**src/speed_neg_map.vh**
```
// Constants for the link speed negotiation timing block.
`ifndef SPEED_NEG_MAP_VH
`define SPEED_NEG_MAP_VH

`define CLK_PERIOD_PS 8000
`define MS_IN_PS 1000000000
`define CYCLES_PER_MS (`MS_IN_PS / `CLK_PERIOD_PS)

`define T_RXCYCL_MS 13'h001e
`define T_TXCYCL_MS 13'h009a
`define T_WFS_TX_MS 13'h00b8
`define T_SLOW_TX_MS 13'h00b8
`define T_LEAD_TX_MS 13'h00d6
`define T_TRAIL_MS 13'h00f7
`define T_WAKE_MS 13'h0384
`define T_SLEEP_MS 13'h1388
`define T_SLOW_ENTRY_MS 13'h03e8

`define LOS_LIMIT_CYC 6'h20
`define MAX_SPEED 2'h3
`define STAGE_RESET 3'h0

`endif

```
**src/ms_tick_gen.v**
```verilog
// Millisecond tick generator from the system clock.
`timescale 1ns/1ps
`default_nettype none
module ms_tick_gen #(
    parameter integer CYCLES_PER_MS = 125000
) (
    input wire clock_in, // System clock.
    input wire rst_n_in, // Asynchronous reset, active low.
    input wire clk_en_in, // Clock enable.
    input wire clear_in, // Restarts the millisecond.
    output reg tick_out // One-cycle pulse per millisecond.
);
    reg [16:0] count_q;

    always @(posedge clock_in or negedge rst_n_in)
    begin
        if (!rst_n_in)
        begin
            count_q <= 17'h00000;
            tick_out <= 1'b0;
        end
        else if (clk_en_in)
        begin
            if (clear_in || count_q == CYCLES_PER_MS[16:0] - 17'h00001)
            begin
                count_q <= 17'h00000;
                tick_out <= !clear_in;
            end
            else
            begin
                count_q <= count_q + 17'h00001;
                tick_out <= 1'b0;
            end
        end
    end
endmodule
`default_nettype wire

```
**src/speed_neg_timing.v**
```verilog
// Link speed negotiation stage and speed dwell timing for a loop port.
`timescale 1ns/1ps
`default_nettype none
`include "speed_neg_map.vh"
module speed_neg_timing #(
    parameter integer CYCLES_PER_MS = `CYCLES_PER_MS
) (
    input wire clock_in, // System clock, 125 MHz.
    input wire rst_n_in, // Asynchronous reset, active low.
    input wire clk_en_in, // Freezes all state while low.
    input wire link_clk_in, // Recovered receive clock pin.
    input wire rx_sync_in, // Receiver reports sync at its speed.
    input wire slow_wait_en_in, // Enables the low-rate-wait stage.
    input wire settled_port_state_in, // Port in settled port state.
    output reg [1:0] tx_speed_out, // Transmit speed index.
    output reg [1:0] rx_speed_out, // Receive speed index.
    output reg send_lip_out, // Transmit loop initialization primitive.
    output reg [2:0] stage_out, // Current stage.
    output reg done_out, // Negotiation finished.
    output reg signal_out // Incoming signal present.
);
    localparam [2:0] ST_WAIT = 3'h0;
    localparam [2:0] ST_SLOW = 3'h1;
    localparam [2:0] ST_LEAD = 3'h2;
    localparam [2:0] ST_TRAIL = 3'h3;
    localparam [2:0] ST_DONE = 3'h4;

    // Next lower speed, wrapping from the lowest back to the maximum.
    function [1:0] step_down;
        input [1:0] s;
        begin
            step_down = (s == 2'h0) ? `MAX_SPEED : s - 2'h1;
        end
    endfunction

    // Saturating millisecond count.
    function [12:0] ms_inc;
        input [12:0] t;
        begin
            ms_inc = (t == 13'h1fff) ? t : t + 13'h0001;
        end
    endfunction

    reg [2:0] stage_q;
    reg [1:0] tx_q;
    reg [1:0] rx_q;
    reg [12:0] tx_ms_q;
    reg [12:0] rx_ms_q;
    reg [12:0] stage_ms_q;
    reg wake_q;
    reg quick_q;
    reg [2:0] link_q;
    reg [1:0] sync_q;
    reg [5:0] act_q;
    reg restart_q;
    wire tick;
    wire link_edge;
    wire signal_w;
    wire sync_ok;
    wire rx_end;
    wire match;

    ms_tick_gen #(
        .CYCLES_PER_MS(CYCLES_PER_MS)
    ) u_tick (
        .clock_in(clock_in),
        .rst_n_in(rst_n_in),
        .clk_en_in(clk_en_in),
        .clear_in(restart_q),
        .tick_out(tick)
    );

    // The first stage of each synchroniser feeds only the second.
    assign link_edge = link_q[2] ^ link_q[1];
    assign signal_w = act_q < `LOS_LIMIT_CYC;
    assign sync_ok = sync_q[1] && signal_w;
    assign rx_end = tick && (rx_ms_q >= `T_RXCYCL_MS - 13'h0001);
    assign match = sync_ok && (rx_q == tx_q);

    always @(posedge clock_in or negedge rst_n_in)
    begin
        if (!rst_n_in)
        begin
            link_q <= 3'h0;
            sync_q <= 2'h0;
            act_q <= `LOS_LIMIT_CYC;
        end
        else if (clk_en_in)
        begin
            link_q <= {link_q[1:0], link_clk_in};
            sync_q <= {sync_q[0], rx_sync_in};
            if (link_edge)
                act_q <= 6'h00;
            else if (act_q != 6'h3f)
                act_q <= act_q + 6'h01;
        end
    end

    // A speed or stage change clears the matching timers in the same cycle; the
    // later assignments in this block override the tick increments.
    always @(posedge clock_in or negedge rst_n_in)
    begin
        if (!rst_n_in)
        begin
            stage_q <= `STAGE_RESET;
            tx_q <= `MAX_SPEED;
            rx_q <= `MAX_SPEED;
            tx_ms_q <= 13'h0000;
            rx_ms_q <= 13'h0000;
            stage_ms_q <= 13'h0000;
            wake_q <= 1'b0;
            quick_q <= 1'b0;
            restart_q <= 1'b1;
        end
        else if (clk_en_in)
        begin
            restart_q <= 1'b0;
            if (tick)
            begin
                tx_ms_q <= ms_inc(tx_ms_q);
                rx_ms_q <= ms_inc(rx_ms_q);
                stage_ms_q <= ms_inc(stage_ms_q);
            end
            case (stage_q)
                ST_WAIT:
                begin
                    if (tick && tx_ms_q >= `T_WFS_TX_MS - 13'h0001)
                    begin
                        tx_q <= step_down(tx_q);
                        tx_ms_q <= 13'h0000;
                    end
                    if (rx_end)
                    begin
                        if (sync_ok)
                        begin
                            stage_q <= ST_LEAD;
                            quick_q <= (rx_q == `MAX_SPEED);
                            tx_q <= `MAX_SPEED;
                            tx_ms_q <= 13'h0000;
                            rx_ms_q <= 13'h0000;
                            stage_ms_q <= 13'h0000;
                        end
                        else
                        begin
                            rx_q <= step_down(rx_q);
                            rx_ms_q <= 13'h0000;
                        end
                    end
                    else if (tick && slow_wait_en_in && !signal_w &&
                             stage_ms_q >= `T_SLOW_ENTRY_MS - 13'h0001)
                    begin
                        stage_q <= ST_SLOW;
                        wake_q <= 1'b0;
                        rx_q <= tx_q;
                        tx_ms_q <= 13'h0000;
                        rx_ms_q <= 13'h0000;
                        stage_ms_q <= 13'h0000;
                    end
                end
                ST_SLOW:
                begin
                    if (wake_q)
                    begin
                        // Fast receiver stepping while awake.
                        if (tick && tx_ms_q >= `T_SLOW_TX_MS - 13'h0001)
                        begin
                            tx_q <= step_down(tx_q);
                            tx_ms_q <= 13'h0000;
                        end
                        if (rx_end)
                        begin
                            if (sync_ok)
                            begin
                                stage_q <= ST_LEAD;
                                quick_q <= (rx_q == `MAX_SPEED);
                                tx_q <= `MAX_SPEED;
                                tx_ms_q <= 13'h0000;
                                rx_ms_q <= 13'h0000;
                                stage_ms_q <= 13'h0000;
                            end
                            else
                            begin
                                rx_q <= step_down(rx_q);
                                rx_ms_q <= 13'h0000;
                            end
                        end
                        else if (tick && stage_ms_q >= `T_WAKE_MS - 13'h0001)
                        begin
                            wake_q <= 1'b0;
                            rx_q <= tx_q;
                            rx_ms_q <= 13'h0000;
                            stage_ms_q <= 13'h0000;
                        end
                    end
                    else
                    begin
                        // Slow sampling: receiver follows the transmitter rate.
                        if (tick && tx_ms_q >= `T_SLOW_TX_MS - 13'h0001)
                        begin
                            if (sync_ok)
                            begin
                                stage_q <= ST_LEAD;
                                quick_q <= (rx_q == `MAX_SPEED);
                                tx_q <= `MAX_SPEED;
                            end
                            else
                            begin
                                tx_q <= step_down(tx_q);
                                rx_q <= step_down(rx_q);
                            end
                            tx_ms_q <= 13'h0000;
                            rx_ms_q <= 13'h0000;
                            stage_ms_q <= sync_ok ? 13'h0000 : stage_ms_q;
                        end
                        else if (tick && (signal_w || stage_ms_q >= `T_SLEEP_MS - 13'h0001))
                        begin
                            wake_q <= 1'b1;
                            rx_ms_q <= 13'h0000;
                            stage_ms_q <= 13'h0000;
                        end
                    end
                end
                ST_LEAD:
                begin
                    if (quick_q)
                    begin
                        if (rx_end)
                        begin
                            quick_q <= 1'b0;
                            rx_ms_q <= 13'h0000;
                            if (match)
                            begin
                                stage_q <= ST_TRAIL;
                                stage_ms_q <= 13'h0000;
                            end
                        end
                    end
                    else
                    begin
                        // Receiver keeps hunting until it holds sync.
                        if (rx_end && !sync_ok)
                        begin
                            rx_q <= step_down(rx_q);
                            rx_ms_q <= 13'h0000;
                        end
                        else if (rx_end)
                            rx_ms_q <= 13'h0000;
                        if (tick && tx_ms_q >= `T_LEAD_TX_MS - 13'h0001)
                        begin
                            tx_ms_q <= 13'h0000;
                            if (match)
                            begin
                                stage_q <= ST_TRAIL;
                                rx_ms_q <= 13'h0000;
                                stage_ms_q <= 13'h0000;
                            end
                            else
                                tx_q <= step_down(tx_q);
                        end
                    end
                end
                ST_TRAIL:
                begin
                    // Speed is held; a lost sync restarts the search.
                    if (rx_end && !match)
                    begin
                        stage_q <= ST_WAIT;
                        tx_ms_q <= 13'h0000;
                        rx_ms_q <= 13'h0000;
                        stage_ms_q <= 13'h0000;
                    end
                    else if (tick && stage_ms_q >= `T_TRAIL_MS - 13'h0001)
                    begin
                        stage_q <= ST_DONE;
                        stage_ms_q <= 13'h0000;
                    end
                    else if (rx_end)
                        rx_ms_q <= 13'h0000;
                end
                ST_DONE:
                begin
                    if (!sync_ok)
                    begin
                        stage_q <= ST_WAIT;
                        tx_ms_q <= 13'h0000;
                        rx_ms_q <= 13'h0000;
                        stage_ms_q <= 13'h0000;
                    end
                end
                default:
                begin
                    stage_q <= `STAGE_RESET;
                    stage_ms_q <= 13'h0000;
                end
            endcase
        end
    end

    always @(posedge clock_in or negedge rst_n_in)
    begin
        if (!rst_n_in)
        begin
            tx_speed_out <= `MAX_SPEED;
            rx_speed_out <= `MAX_SPEED;
            send_lip_out <= 1'b1;
            stage_out <= `STAGE_RESET;
            done_out <= 1'b0;
            signal_out <= 1'b0;
        end
        else if (clk_en_in)
        begin
            tx_speed_out <= tx_q;
            rx_speed_out <= rx_q;
            send_lip_out <= (stage_q != ST_DONE) && !settled_port_state_in;
            stage_out <= stage_q;
            done_out <= (stage_q == ST_DONE);
            signal_out <= signal_w;
        end
    end
endmodule
`default_nettype wire

```
**config.mk**
```make
export PLATFORM = sky130hd
export DESIGN_NAME = speed_neg_timing
export DESIGN_NICKNAME = d
export VERILOG_FILES = /design/src/ms_tick_gen.v /design/src/speed_neg_timing.v
export VERILOG_INCLUDE_DIRS = /design/src
export SDC_FILE = /design/constraint.sdc
export NUM_CORES = 1
export LEC_CHECK = 0
export BUFFER_PORTS_ARGS = -buffer_cell sky130_fd_sc_hd__buf_2
export CAP_MARGIN = 20
export CORE_MARGIN = 4
export CORE_UTILIZATION = 45
export CTS_CLUSTER_DIAMETER = 80
export DETAILED_ROUTE_END_ITERATION = 8
export HOLD_SLACK_MARGIN = 0.05
export PLACE_DENSITY = 0.59
export SLEW_MARGIN = 20
export SYNTH_ARGS = -nofsm -noshare
export SYNTH_HDL_FRONTEND = slang
export SYNTH_SLANG_ARGS = --single-unit
```
**constraint.sdc**
```tcl
create_clock -name clock_in -period 3.1 [get_ports clock_in]
set_input_delay 0.62 -clock clock_in [delete_from_list [all_inputs] [get_ports clock_in]]
set_output_delay 0.62 -clock clock_in [all_outputs]
set_load 0.01 [all_outputs]
```
=== Word level (Yosys, flattened, before mapping) ===
Cells that the tools add are included.

* $add $sub $neg: 7
* $lt $le $gt $ge: 8
* Eq/ne operators: 27
* Mux-type cells: 105
* Bitwise operators: 1
* Reduce and logical (&&, ||, !) cells: 34

{| class="wikitable"
|+ Operators with widths
! cell !! count
|-
| 13-bit two-way mux || 47
|-
| 13-bit case mux with 5 select lines || 3
|-
| 2-bit two-way mux || 20
|-
| 13-bit by 1-bit adder with 13-bit output (second input constant) || 3
|-
| 13-bit == test (second input constant) || 3
|-
| 13-bit by 8-bit >= comparator with 1-bit output (second input constant) || 3
|-
| 3-bit two-way mux || 13
|-
| 13-bit by 10-bit >= comparator with 1-bit output (second input constant) || 2
|-
| 3-bit inequality test (second input constant) || 7
|-
| 17-bit by 1-bit adder with 17-bit output (second input constant) || 1
|-
| 17-bit == test (second input constant) || 1
|-
| 17-bit two-way mux || 1
|-
| 3-bit case mux with 5 select lines || 1
|-
| 1-bit logical AND || 14
|-
| 1-bit two-way mux || 14
|-
| 2-bit inequality test (second input constant) || 7
|-
| 13-bit >= comparator (second input constant) || 1
|-
| 13-bit by 5-bit >= comparator with 1-bit output (second input constant) || 1
|-
| 6-bit two-way mux || 2
|-
| 2-bit case mux with 3 select lines || 2
|-
| 4-bit inequality test (second input constant) || 2
|-
| 8-bit AND reduction || 1
|-
| 7-bit AND reduction || 1
|-
| 6-bit by 1-bit adder with 6-bit output (second input constant) || 1
|-
| 21 further kinds || 31
|}

* Flip-flop bits (word level): 88
* Bits of input ports: 7
* Output and inout bits: 10
* Word-level logic and storage cells: 202

=== Logic depth before layout (Yosys ltp) ===
* Depth after elaboration: 9
* Gate-level depth with buffers: 10
* Mapped depth without buffers: 9

=== Hierarchy ===
Synthesis repeated with hierarchy kept, for this count alone.

* Cells, all modules: 578
* Area total of the unflattened synthesis: 5316.3 um2

{| class="wikitable"
|+ By module, submodules not included
! module !! instances !! cells an instance !! area an instance (um2) !! sequential area each (um2)
|-
| speed_neg_timing || 1 || 483 || 4326.6 || 1765.4
|-
| ms_tick_gen || 1 || 95 || 989.7 || 450.4
|}

=== Least setup slack after synthesis ===
OpenSTA, ideal clock, no wires.

* Path type: reg-to-reg
* Start point: reg tx_ms_q[0]
* End point: reg rx_q[0]
* Setup time: 0.082 ns
* Arrival: 2.208 ns
* Data required time: 3.018 ns
* Slack: 0.810 ns
* Cell stages (with the launch flop): 9
* Buffers on the path: 0
* Clock period less this slack: 2.290 ns
* Cell sequence: dfrtp_1 ha_1 a211o_1 a211oi_2 nor2_2 o311ai_4 nor2_1 a21oi_1 mux2_2

* Cells in the longest elaborated chain, start to end: 4

{| class="wikitable"
|+ Ends and longest elaborated chain
! what !! RTL line !! text
|-
| start, declared || speed_neg_timing.v:47 || <nowiki>reg [12:0] tx_ms_q;</nowiki>
|-
| start signal, assigned || speed_neg_timing.v:120 || <nowiki>tx_ms_q <= ms_inc(tx_ms_q);</nowiki>
|-
| 13-bit by 8-bit >= comparator with 1-bit output || speed_neg_timing.v:198 || <nowiki>if (tick && tx_ms_q >= `T_SLOW_TX_MS - 13'h0001)</nowiki>
|-
| 1-bit logical AND || speed_neg_timing.v:198 ||
|-
| 3-bit inequality test (no source line) || -- ||
|-
| 7-bit AND reduction (no source line) || -- ||
|-
| end signal, assigned || speed_neg_timing.v:183 || <nowiki>rx_q <= step_down(rx_q);</nowiki>
|-
| end signal, assigned || speed_neg_timing.v:190 || <nowiki>rx_q <= tx_q;</nowiki>
|-
| end signal, assigned || speed_neg_timing.v:209 || <nowiki>rx_q <= step_down(rx_q);</nowiki>
|-
| end, declared || speed_neg_timing.v:46 || <nowiki>reg [1:0] rx_q;</nowiki>
|}

Every way passes these cells.
A chain may end at the register's enable or synchronous reset.

=== Final worst setup path ===
* Start point: reg tx_ms_q[0]
* End point: reg rx_q[1]

The elaborated chain is that of the path after synthesis.

==> out/metrics.cfg <==
[floorplanning]
io_pins = 17
die_y_um = 115
start_util_pct = 46.9
die-width_um = 115
die-area_sq_um = 13300
rows = 38
placeableCoreArea_sq_um = 11100

[critical_path]
worstPathArrival_ns = 3.00
crit_type = reg -> reg
path_cells = ha_1 > a211o_1 > a211oi_2 > nor2_2 > o311ai_4 > nor2_1 > a21oi_1 > mux2_2
end_kind = register
cp_max_fo = 9
r2r_start = tx_ms_q[0]$_DFFE_PN0P_
cp_slowest_cell = dfrtp_1
reg2reg_slack_ns = 0.38
crit_path_start_kind = register
cp_slowest_stage_delay_ns = 0.46
rr_worst_depth = 8
timing.rr.end = rx_q[1]$_DFFE_PN1P_
worstPathRequired_ns = 3.37

[detailed_routing]
met2WireLength_mm = 5.01
ant_nets = 0
routedWlPerCell_um = 15.4
drtIter0Drc = 195
vias = 4037
first_pass_iters = 5
viasPerCell = 5.71
met1_length_mm = 5.13
routed.top_layer = met4
wirelength_mm = 10.9
wl_met3_um = 434
drc = 0

[logic_synthesis]
ys_async_sr_fraction_pct = 100
synth_nets = 569
synth_edf_count = 0
yosysSeqAreaShare_pct = 42.7
ys_top_cells_by_area = dfrtp_1, dfstp_2, nor2_1, xor2_1, mux2_2
ys_seq_elements = 88
synth_area_sq_um = 5190
synth_top_cell_by_area = dfrtp_1
yosysUniqueCellTypes = 68
syn_inst = 551
synth_top_area_share_pct = 37.1
avgSynthCellArea_sq_um = 9.42
synth_top_flop_cell = dfrtp_1
synth_warnings = 0

[timing]
fin_tns_setup_ns = 0
timing.fmax_ghz = 0.367
worst_pin_slew_ns = 0.747
fin_ws_ns = 0.375
setup_viol = 0
period_share_pct = 87.9
finalCriticalPeriod_ns = 2.72
finClkSkew_ns = 0.00696
rsz0062_at_grt = no
slew_viol_final = 0
hold_viol = 0
max_slew_margin_pct = 50.2

[power]
clkPwrFrac_pct = 30.3
p_int_w = 0.00239
p_per_area_nw_per_um2 = 644
power_switching_w = 0.00126
p_comb_share_pct = 27.8
netSwitchingFraction_pct = 34.5
vdd.ir_drop.worst_mv = 0.613
leakagePower_nw = 2.45
p_seq_share_pct = 41.9

[grt]
overflow = 0
grt_pass1_vias = 3985
grt_usage_pct = 18.1
antenna_found_initial = 0
grt_pass1_wl_mm = 19.2
grt_max_degree = 82

[cells_and_area]
num_antenna_cells = 0
stdcell_count = 707
final_cell_mix = dfrtp_1, nor2_1, nand2_1
final_util_pct = 51.2
final_layout_size_suffix_gt1_share_pct = 16.0
nets = 580
mostFrequentLayoutCell = dfrtp_1
syn2layout_area_growth_pct = 9.23

[cts]
cts_buffers = 9
clock_path_buffers = 2
clkSinkCount = 88
cts_root_buffer = clkbuf_16
clk_latency_ns = 0.35
cts-htree-levels = 3
post_cts_resized = 0
postCtsSetupRepairBufs = 0
path_clk_slew_ns = 0.06
cts_tree = done
ctsHoldBuffers = 0

[min_path]
hp-class = in -> async

[job]
maxCapViolCount = 0

[status]
status = finished, final reports clean

[place]
post-place-ws_ns = 0.435
io_buffers = 16
hpwlAfterDp_mm = 7.61
place_congestion = 0.915
dp.cells = 691

-- cell families after synthesis --
logic type	share of synthesized area, %
multiplexers	4.72
flip-flops	42.7
adder cells (fa/ha/maj)	2.65
XOR/XNOR	8.43
AND/OR/NAND/NOR	23.6
AO/OA/AOI/OAI	13.8
buffers and inverters	4.17
-- cell type report --
cell class / instances / area (sq um)
clock buffers: 9 / 225
clock inverters: 7 / 77.6
fillers: 1031 / 5410
inverters: 19 / 71.3
multi-input cells: 420 / 2760
flip-flops and latches: 88 / 2220
well taps: 140 / 175
repair buffers: 24 / 146
-- synthesized netlist by cell type (all sizes together) (7+ instances only) --
library cell,count
ha,11
a21oi,19
or3,9
nand3,32
clkbuf,10
dfstp,11
o21ai,25
nand4,17
nand2b,7
a31oi,7
nand2,38
nor3,10
mux2,20
xnor2,21
buf,13
nor4,10
nor2,80
inv,19
xor2,29
dfrtp,77
and3,12
-- worst max-delay path: cells and delay by family, from the launching register on --
kind                       cells  cell delay (ns)
DFF                            1             0.46
and+or+nand+nor                2             0.27
AOI/OAI and AO/OA              4             1.24
adders and majority gates      1             0.29
muxes                          1             0.38
-- power by group through the flow --
| stage | clock [W] | combinational, W | sequential (W) |
|---|---|---|---|
| after floorplan | 0 | 0.000781 | 0.00151 |
| after global placement | 0 | 0.000997 | 0.00154 |
| after detailed placement | 0 | 0.00102 | 0.00155 |
| after CTS | 0.00114 | 0.00102 | 0.00153 |
| after global routing | 0.00120 | 0.00116 | 0.00156 |
| final | 0.00111 | 0.00102 | 0.00153 |
-- worst max-delay path by stage --
stage	from	end	slack, ns	cells after the start
3_3_place_gp	tx_ms_q[0]$_DFFE_PN0P_	rx_q[1]$_DFFE_PN1P_	0.43	8
2_1_floorplan	tx_ms_q[0]$_DFFE_PN0P_	rx_q[0]$_DFFE_PN1P_	0.81	8
5_1_grt	rx_ms_q[1]$_DFFE_PN0P_	stage_ms_q[10]$_DFFE_PN0P_	0.20	9
4_1_cts	tx_ms_q[0]$_DFFE_PN0P_	rx_q[1]$_DFFE_PN1P_	0.41	8
6_report	tx_ms_q[0]$_DFFE_PN0P_	rx_q[1]$_DFFE_PN1P_	0.38	8
3_5_place_dp	tx_ms_q[0]$_DFFE_PN0P_	rx_q[1]$_DFFE_PN1P_	0.44	8
-- metal layers --
layer  track usage [%]  up-vias
met5                 0        -
met4              9.55        0
met3              3.34       23
met2              28.0       95
met1              24.2     1929
li1                  -     1990
-- sequential cells by signal, indices dropped and copies added (netlist names), 3 cells and up --
signal / flops
u_tick.count_q: 17
rx_ms_q: 13
stage_ms_q: 13
tx_ms_q: 13
act_q: 6
link_q: 3
stage_out: 3
stage_q: 3
-- per-stage QoR --
step | instance area, sq um | hold WS (ns) | power, W
after floorplan | 5190 | 0.324 | 0.00229
after detailed placement | 5370 | 0.490 | 0.00256
after CTS | 5670 | 0.485 | 0.00369
after global routing | 5670 | 0.368 | 0.00391
final | 5670 | 0.294 | 0.00365
after global placement | 5370 | 0.484 | 0.00254
No activity file was read; power rests on OpenSTA's default activity.
